File: config.mk
export PLATFORM = sky130hd
export DESIGN_NAME = control_switch_and_user_buttons
export DESIGN_NICKNAME = d
export VERILOG_FILES = /design/src/dummy_end_marker_not_used.sv /design/src/csw_pkg.sv /design/src/control_switch_and_user_buttons.sv
export SDC_FILE = /design/constraint.sdc
export NUM_CORES = 2
export LEC_CHECK = 0
export BUFFER_PORTS_ARGS = -buffer_cell sky130_fd_sc_hd__buf_2
export CORE_ASPECT_RATIO = 1.25
export CORE_MARGIN = 2
export CORE_UTILIZATION = 63
export DETAILED_ROUTE_END_ITERATION = 8
export GPL_TIMING_DRIVEN = 1
export MAX_ROUTING_LAYER = met4
export PLACE_DENSITY = 0.84
export SYNTH_ARGS = -nofsm -noshare
export SYNTH_HDL_FRONTEND = slang
export SYNTH_SLANG_ARGS = --single-unit
export TNS_END_PERCENT = 10
File: constraint.sdc
create_clock -name pclk -period 4.8 [get_ports pclk]
set_clock_uncertainty 0.15 [all_clocks]
set_input_delay 0.24 -clock pclk [delete_from_list [all_inputs] [get_ports pclk]]
set_output_delay 0.24 -clock pclk [all_outputs]
set_load 0.1 [all_outputs]
File: src/dummy_end_marker_not_used.sv
`timescale 1ns/100ps
`default_nettype none
`default_nettype wire

File: src/csw_pkg.sv
// Constants and carrier types for the control switch and user button block.
// Assumes an APB master with 12-bit byte addresses and 32-bit data.
package csw_pkg;

  // Sizes
  localparam int NUM_SW = 5;
  localparam int NUM_BTN = 12;
  localparam int NAME_CHARS = 32;
  localparam int NAME_WORDS_PER_SW = NAME_CHARS / 4;
  localparam int NAME_WORDS = NUM_SW * NAME_WORDS_PER_SW;
  localparam logic [5:0] NAME_WORDS_W = 6'h28;
  localparam logic [2:0] NUM_SW_W = 3'h5;

  // Register offsets
  localparam logic [11:0] OFF_SW_STATE = 12'h000;
  localparam logic [11:0] OFF_EVT_SEL = 12'h004;
  localparam logic [11:0] OFF_PANEL_LEVEL = 12'h008;
  localparam logic [11:0] OFF_BTN_MODE = 12'h00C;
  localparam logic [11:0] OFF_BTN_STATUS = 12'h010;
  localparam logic [11:0] OFF_LED_COLOR = 12'h014;
  localparam logic [11:0] OFF_LED_SRC = 12'h018;
  localparam logic [11:0] OFF_IRQ_STATUS = 12'h01C;
  localparam logic [11:0] OFF_IRQ_MASK = 12'h020;
  localparam logic [11:0] OFF_TIMESTAMP = 12'h024;
  localparam logic [3:0] NAME_PAGE = 4'h1;

  // Field positions: event select and irq share layout, on in low half
  localparam int ON_LSB = 0;
  localparam int OFF_LSB = 5;

  // Reset values
  localparam logic [9:0] RST_EVT_SEL = 10'h3FF;
  localparam logic [11:0] RST_BTN_MODE = 12'h000;
  localparam logic [23:0] RST_LED_COLOR = 24'h555555;
  localparam logic [11:0] RST_LED_SRC = 12'h000;
  localparam logic [9:0] RST_IRQ_MASK = 10'h000;

  typedef enum logic [1:0] {LVL_USER, LVL_OPERATOR, LVL_CONFIGURATOR, LVL_SUPER} access_level_t;
  localparam access_level_t RST_PANEL_LEVEL = LVL_CONFIGURATOR;

  typedef enum logic [1:0] {LED_OFF, LED_RED, LED_ORANGE, LED_GREEN} led_color_t;

  typedef struct packed {
    logic valid;
    logic [2:0] sw;
    logic activate;
  } cmd_t;

  typedef struct packed {
    logic valid;
    logic [2:0] sw;
    logic on;
    logic [31:0] stamp;
  } evt_t;

endpackage

File: src/control_switch_and_user_buttons.sv
// Latching control switches, front-panel user buttons, events and APB registers.
// Assumes panel and remote commands on pclk; button pins are asynchronous.
`timescale 1ns/100ps
`default_nettype none

module control_switch_and_user_buttons (
  // Clock and reset
  input wire logic pclk,
  input wire logic presetn,
  // APB slave
  input wire logic psel,
  input wire logic penable,
  input wire logic pwrite,
  input wire logic [11:0] paddr,
  input wire logic [31:0] pwdata,
  output logic [31:0] prdata,
  output logic pready,
  output logic pslverr,
  // Switch commands
  input wire csw_pkg::cmd_t panel_cmd,
  input wire csw_pkg::access_level_t panel_level,
  input wire csw_pkg::cmd_t remote_cmd,
  output logic cmd_ready,
  // Switch outputs and events
  output logic [4:0] switch_out,
  output csw_pkg::evt_t event_rec,
  // User buttons
  input wire logic [11:0] button_pin,
  input wire logic [11:0] led_alt_src,
  output logic [11:0] btn_on,
  output logic [11:0] btn_off,
  output logic [11:0] led_red,
  output logic [11:0] led_orange,
  output logic [11:0] led_green,
  // Interrupt
  output logic irq
);

  typedef struct packed {
    logic [31:0] prdata;
    logic pready;
    logic pslverr;
    logic [4:0] sw;
    logic [9:0] evt_sel;
    csw_pkg::access_level_t min_level;
    logic [9:0] pend;
    logic [31:0] stamp;
    logic ready;
    csw_pkg::evt_t evt;
    logic [31:0] tstamp;
    logic [11:0] sync1;
    logic [11:0] sync2;
    logic [11:0] sync3;
    logic [11:0] btn_lvl;
    logic [11:0] btn_mode;
    logic [11:0] status;
    logic [11:0] status_n;
    logic [23:0] led_color;
    logic [11:0] led_src;
    logic [11:0] red;
    logic [11:0] orange;
    logic [11:0] green;
    logic [9:0] irq_status;
    logic [9:0] irq_mask;
    logic irq;
    logic [csw_pkg::NAME_WORDS-1:0][31:0] name;
  } state_t;

  state_t s_q;
  state_t s_d;
  logic panel_ok;
  logic remote_ok;
  logic [4:0] sw_next;
  logic [4:0] rise;
  logic [4:0] fall;
  logic [11:0] press;
  logic [9:0] pend_left;
  logic [3:0] pick;
  logic pick_found;
  logic rd_access;
  logic wr_commit;
  logic name_hit;
  logic reg_hit;
  logic [31:0] rd_val;
  logic led_drive;
  logic [1:0] led_col;

  always_comb begin
    s_d = s_q;
    panel_ok = 1'b0;
    remote_ok = 1'b0;
    sw_next = s_q.sw;
    press = 12'h000;
    pend_left = s_q.pend;
    pick = 4'h0;
    pick_found = 1'b0;
    rd_val = 32'h0000_0000;
    led_drive = 1'b0;
    led_col = 2'h0;
    s_d.tstamp = s_q.tstamp + 32'h0000_0001;

    // Button pins: three stages, a change counts once stages two and three agree
    s_d.sync1 = button_pin;
    s_d.sync2 = s_q.sync1;
    s_d.sync3 = s_q.sync2;
    for (int i = 0; i < csw_pkg::NUM_BTN; i++) begin
      if (s_q.sync2[i] == s_q.sync3[i]) begin
        s_d.btn_lvl[i] = s_q.sync3[i];
      end
    end
    press = s_d.btn_lvl & ~s_q.btn_lvl;

    for (int i = 0; i < csw_pkg::NUM_BTN; i++) begin
      if (s_q.btn_mode[i]) begin
        if (press[i]) begin
          s_d.status[i] = ~s_q.status[i];
        end
      end else begin
        s_d.status[i] = s_d.btn_lvl[i];
      end
    end
    s_d.status_n = ~s_d.status;

    for (int i = 0; i < csw_pkg::NUM_BTN; i++) begin
      led_drive = s_q.led_src[i] ? led_alt_src[i] : s_d.status[i];
      led_col = s_q.led_color[2*i +: 2];
      s_d.red[i] = led_drive && (led_col == csw_pkg::LED_RED);
      s_d.orange[i] = led_drive && (led_col == csw_pkg::LED_ORANGE);
      s_d.green[i] = led_drive && (led_col == csw_pkg::LED_GREEN);
    end

    // Only panel and remote ports command
    panel_ok = s_q.ready && panel_cmd.valid && (panel_cmd.sw < csw_pkg::NUM_SW_W)
               && (panel_level >= s_q.min_level);
    remote_ok = s_q.ready && remote_cmd.valid && (remote_cmd.sw < csw_pkg::NUM_SW_W)
                && !(panel_ok && (panel_cmd.sw == remote_cmd.sw));
    if (panel_ok) begin
      sw_next[panel_cmd.sw] = panel_cmd.activate;
    end
    if (remote_ok) begin
      sw_next[remote_cmd.sw] = remote_cmd.activate;
    end
    s_d.sw = sw_next;
    rise = sw_next & ~s_q.sw;
    fall = s_q.sw & ~sw_next;

    // Drain one pending event a cycle, lowest index first
    s_d.evt.valid = 1'b0;
    for (int i = 9; i >= 0; i--) begin
      if (s_q.pend[i]) begin
        pick = i[3:0];
        pick_found = 1'b1;
      end
    end
    if (pick_found) begin
      pend_left[pick] = 1'b0;
      s_d.evt.valid = 1'b1;
      s_d.evt.on = (pick < 4'h5);
      s_d.evt.sw = (pick < 4'h5) ? pick[2:0] : 3'(pick - 4'h5);
      s_d.evt.stamp = s_q.stamp;
    end
    s_d.pend = pend_left | {fall & s_q.evt_sel[9:5], rise & s_q.evt_sel[4:0]};
    // One shared stamp is enough: commands wait until the queue is empty
    if ((rise | fall) != 5'h00) begin
      s_d.stamp = s_q.tstamp;
    end
    s_d.ready = (s_d.pend == 10'h000);

    // APB: answer one cycle into the access phase
    rd_access = psel && penable && !s_q.pready;
    wr_commit = psel && penable && s_q.pready && pwrite && !s_q.pslverr;
    name_hit = (paddr[11:8] == csw_pkg::NAME_PAGE) && (paddr[7:2] < csw_pkg::NAME_WORDS_W);
    reg_hit = 1'b1;
    case (paddr)
      csw_pkg::OFF_SW_STATE: rd_val = {27'h0, s_q.sw};
      csw_pkg::OFF_EVT_SEL: rd_val = {22'h0, s_q.evt_sel};
      csw_pkg::OFF_PANEL_LEVEL: rd_val = {30'h0, s_q.min_level};
      csw_pkg::OFF_BTN_MODE: rd_val = {20'h0, s_q.btn_mode};
      csw_pkg::OFF_BTN_STATUS: rd_val = {20'h0, s_q.status};
      csw_pkg::OFF_LED_COLOR: rd_val = {8'h0, s_q.led_color};
      csw_pkg::OFF_LED_SRC: rd_val = {20'h0, s_q.led_src};
      csw_pkg::OFF_IRQ_STATUS: rd_val = {22'h0, s_q.irq_status};
      csw_pkg::OFF_IRQ_MASK: rd_val = {22'h0, s_q.irq_mask};
      csw_pkg::OFF_TIMESTAMP: rd_val = s_q.tstamp;
      default: begin
        reg_hit = name_hit && (paddr[1:0] == 2'h0);
        rd_val = reg_hit ? s_q.name[paddr[7:2]] : 32'h0000_0000;
      end
    endcase
    s_d.pready = rd_access;
    s_d.pslverr = rd_access && !reg_hit;
    if (rd_access && !pwrite) begin
      s_d.prdata = rd_val;
    end

    // Set wins over a same-cycle write-one-to-clear
    s_d.irq_status = s_q.irq_status;
    if (wr_commit) begin
      case (paddr)
        csw_pkg::OFF_EVT_SEL: s_d.evt_sel = pwdata[9:0];
        csw_pkg::OFF_PANEL_LEVEL: s_d.min_level = csw_pkg::access_level_t'(pwdata[1:0]);
        csw_pkg::OFF_BTN_MODE: s_d.btn_mode = pwdata[11:0];
        csw_pkg::OFF_LED_COLOR: s_d.led_color = pwdata[23:0];
        csw_pkg::OFF_LED_SRC: s_d.led_src = pwdata[11:0];
        csw_pkg::OFF_IRQ_STATUS: s_d.irq_status = s_q.irq_status & ~pwdata[9:0];
        csw_pkg::OFF_IRQ_MASK: s_d.irq_mask = pwdata[9:0];
        default: begin
          if (name_hit) begin
            s_d.name[paddr[7:2]] = pwdata;
          end
        end
      endcase
    end
    s_d.irq_status = s_d.irq_status | {fall, rise};
    s_d.irq = (s_d.irq_status & s_d.irq_mask) != 10'h000;
  end

  always_ff @(posedge pclk or negedge presetn) begin
    if (!presetn) begin
      s_q <= '0;
      s_q.ready <= 1'b1;
      s_q.evt_sel <= csw_pkg::RST_EVT_SEL;
      s_q.min_level <= csw_pkg::RST_PANEL_LEVEL;
      s_q.btn_mode <= csw_pkg::RST_BTN_MODE;
      s_q.status_n <= 12'hFFF;
      s_q.led_color <= csw_pkg::RST_LED_COLOR;
      s_q.led_src <= csw_pkg::RST_LED_SRC;
      s_q.irq_mask <= csw_pkg::RST_IRQ_MASK;
    end else begin
      s_q <= s_d;
    end
  end

  assign prdata = s_q.prdata;
  assign pready = s_q.pready;
  assign pslverr = s_q.pslverr;
  assign cmd_ready = s_q.ready;
  assign switch_out = s_q.sw;
  assign event_rec = s_q.evt;
  assign btn_on = s_q.status;
  assign btn_off = s_q.status_n;
  assign led_red = s_q.red;
  assign led_orange = s_q.orange;
  assign led_green = s_q.green;
  assign irq = s_q.irq;
endmodule

`default_nettype wire

==> impl_metrics.env <==
export IMPL_fin_hold_ws_ns=-0.0317
export IMPL_crit_path_end_kind="flip-flop"
export IMPL_ioPinCount=223
export IMPL_first_global_vias=47298
export IMPL_synth_compound_area_share_pct=3.42
export IMPL_synth_xor_area_share_pct=0.393
export IMPL_grt_first_pass_wirelength_um=307000
export IMPL_synthSimpleGateAreaFrac_pct=2.79
export IMPL_wl_per_cell_um=30.6
export IMPL_vias=45380
export IMPL_ir_drop_mv=0.354
export IMPL_synth_seq_cells=1620
export IMPL_die_area_um2=120000
export IMPL_cts_tree="done"
export IMPL_synth_top_area_share_pct=53.9
export IMPL_syn_to_final_growth_pct=10.6
export IMPL_clock_latency_ns=0.81
export IMPL_critPathMostFrequentCell="ha_1"
export IMPL_synthArstFlopShare_pct=100
export IMPL_grt_use_total_pct=36.1
export IMPL_violations="hold timing"
export IMPL_synth_area_leader_cell="dfrtp_1"
export IMPL_synth_adder_area_share_pct=0.452
export IMPL_rsz0062_at_grt="false"
export IMPL_crit_arrival_ns=4.98
export IMPL_clock_sinks=1620
export IMPL_crit_buf_inv=3
export IMPL_die_h_um=386
export IMPL_cp_start_kind="flip-flop"
export IMPL_synth_area_mux_share_pct=33.4
export IMPL_fin_ws_ns=0.342
export IMPL_drt_initial_drc_count=4849
export IMPL_via_per_inst=6.75
export IMPL_setup_violations_final=0
export IMPL_die_w_um=310
export IMPL_grt_max_degree=142
export IMPL_dp_final_hpwl_um=127000
export IMPL_drv_cap=0
export IMPL_rows=140
export IMPL_ys_types=74
export IMPL_path_class="flip-flop to flip-flop"
export IMPL_crit_required_ns=5.32
export IMPL_max_freq_ghz=0.224
export IMPL_cts_resized=0
export IMPL_cp_top_family="simple AND/OR/NAND/NOR gates"
export IMPL_ys_flop_type="dfrtp_1"
export IMPL_seq_area_frac_synth_pct=55.1
export IMPL_status="finished with violations"
export IMPL_overflow=0
export IMPL_routabilityCongestion=0.937
export IMPL_final_layout_size_suffix_gt1_share_pct=42.1
export IMPL_slew_viol_final=0
export IMPL_slowest_delay_ns=0.58
export IMPL_finalHoldViolCount=13
export IMPL_synth_top_family_by_area="multiplexers"
export IMPL_synth_cells=4955
export IMPL_avgSynthCellArea_um2=14.9
export IMPL_cts_buffers=148
export IMPL_min_period_over_period_pct=92.9
export IMPL_worst_slew_pin_transition_ns=1.44
export IMPL_drc=0
export IMPL_synth_edf_count=0
export IMPL_synth_area_leaders="dfrtp_1 54%, mux2_2 17%, mux4_2 9.9%"
export IMPL_start_util_pct=63.4
export IMPL_synth_warnings=0
export IMPL_coreArea_um2=116000
export IMPL_syn_num_nets=5057
export IMPL_place_port_buffers=222
export IMPL_nNetsFinal=5138
export IMPL_tns_ns=0
export IMPL_p_leak_nw=39.7
export IMPL_syn_cell_area_um2=73600
export IMPL_drt_pass1_iter_count=6
export IMPL_crit_fanout=27
export IMPL_ant_nets=0
export IMPL_wl_um=205000
export IMPL_post_route_min_period_ns=4.46
export IMPL_post_route_util_pct=70.1
export IMPL_hold_class="input port to async pin"
export IMPL_fillerInstances=7145
export IMPL_powerDensity_nw_per_um2=346
export IMPL_root_buffer="clkbuf_16"
export IMPL_maxSlewHeadroom_pct=3.49
export IMPL_postCtsSetupRepairBufs=0
export IMPL_finalPower_mw=28.2
export IMPL_clk_pin_slew_ns=0.07
export IMPL_worst_path_max_delay_cell="dlygate4sd3_1"
export IMPL_cp_cell_sequence="inv_1, ha_1, a21oi_1, o311ai_1, or2_2, dlygate4sd3_1, nor3_1, mux2i_1, ha_1, and3_1, nand3_1, buf_12, mux2_2"
export IMPL_htree_levels=4
export IMPL_pre_cts_ws_ns=0.949
export IMPL_grt_antenna_before_repair=7
export IMPL_cts_max_path_buffers=3
==> registers in the layout, summed over array words and instances (netlist names), 5 cells and up <==
| signal | flops |
|---|---|
| switch_out | 5 |
| prdata | 32 |
| s_d | 24 |
| event_rec | 37 |
| s_q | 1456 |
| led_red | 12 |
| led_green | 12 |
| btn_on | 12 |
| btn_off | 12 |
| led_orange | 12 |
==> per-stage QoR <==
stage | cell area [um2] | cells
floorplan | 73600 | 4955
global placement | 75600 | 6360
detailed placement | 75600 | 6360
CTS | 81400 | 6713
global route | 81400 | 6719
finish | 81400 | 6721
==> worst register-to-register path, cell delays in order, from the launching register on <==
cell	delay (ns)
dfstp_2	0.54
inv_1	0.05
ha_1	0.28
a21oi_1	0.32
o311ai_1	0.17
or2_2	0.34
dlygate4sd3_1	0.58
nor3_1	0.18
mux2i_1	0.35
ha_1	0.29
and3_1	0.15
nand3_1	0.29
buf_12	0.25
mux2_2	0.40
==> path summary, 6_finish.rpt <==
check	start	endpoint	slack [ns]	cells past startpoint
setup reg to reg	s_q[1570]	s_q[1546]	0.34	13
hold / removal	presetn	s_q[1416]	-0.03	2
hold reg to reg	s_d[1434]	s_d[1422]	0.20	0
max in group asynchronous	presetn	s_q[771]	3.15	3
min in group pclk	psel	s_q[1300]	0.03	5
setup / recovery	s_q[1570]	s_q[1546]	0.34	13
==> repair_timing <==
item                                   in CTS  in global routing
setup endpoints to repair                   0                  0
endpoints found under the hold margin     355                  0
hold buffers                               88                  0
==> area by class of cell <==
type	instances	area [um2]	share of cell area [%]
flip-flops and latches	1620	40600	49.8
multi-input cells	2732	30100	37.0
clock buffers	216	4340	5.34
repair buffers	477	3650	4.49
well taps	1562	1950	2.40
clock inverters	49	557	0.684
inverters	57	214	0.263
diodes	8	20.0	0.0246
==> Yosys cell counts (6+ instances only) <==
cell	instances
o2111a_1	11
mux4_2	322
buf_4	168
ha_1	17
o21bai_1	8
o22ai_1	30
o21ai_0	59
a21o_1	7
and2_1	9
mux2_1	313
clkbuf_1	177
buf_6	15
nand2_1	114
xnor2_1	28
mux2_2	1119
a21oi_1	79
dfrtp_1	1584
a211oi_1	18
nand4_1	8
nor2b_1	14
mux2i_1	122
maj3_1	12
buf_2	175
a22oi_1	18
a31oi_1	9
a221o_1	6
o311ai_0	9
or2_2	7
o21ai_1	23
and3_1	14
buf_1	11
a22o_1	17
inv_1	57
nand2b_1	26
o211ai_1	23
nand3_1	22
dfstp_2	36
nor3_1	25
a221oi_1	21
nor2_1	136
a21boi_0	6
==> per-layer routing <==
layer	wire length (um)	track usage (%)	part of all wire [%]
met1	76200	44.7	37
met2	97700	55.3	48
met3	16400	6.80	8.0
met4	15000	22.6	7.3
met5	0	-	0
==> cell families after synthesis <==
family	Yosys count
simple gates	419
compound gates	375
flops	1620
mux	1876
fa+ha+maj	29
xor+xnor	33
buf+inv	603
==> power breakdown <==
| group | switching (mW) | internal, mW | leakage, nW |
|---|---|---|---|
| Combinational | 1.72 | 0.500 | 15.1 |
| Clock | 5.26 | 6.79 | 2.42 |
| Sequential | 0.120 | 13.8 | 22.2 |
| Total | 7.10 | 21.1 | 39.7 |
==> placed cells by master, fill, tap and decap left out, types with 21 or more instances in the layout <==
cell type | Yosys | layout
dfrtp_1 | 1584 | 1584
mux2_2 | 1119 | 1119
mux4_2 | 322 | 322
mux2_1 | 313 | 313
buf_2 | 175 | 217
clkbuf_16 | 0 | 152
buf_4 | 168 | 139
mux2i_1 | 122 | 122
nand2_1 | 114 | 114
nor2_1 | 136 | 99
dlygate4sd3_1 | 0 | 88
a21oi_1 | 79 | 79
o21ai_0 | 59 | 59
inv_1 | 57 | 57
nor2_4 | 1 | 41
dfstp_2 | 36 | 36
clkbuf_1 | 177 | 34
clkbuf_8 | 0 | 31
o22ai_1 | 30 | 30
buf_12 | 0 | 30
xnor2_1 | 28 | 28
nand2b_1 | 26 | 26
clkinv_2 | 0 | 25
nor3_1 | 25 | 23
o211ai_1 | 23 | 23
o21ai_1 | 23 | 23
nand3_1 | 22 | 22
a221oi_1 | 21 | 21
Power figures use the tool's default switching activity.
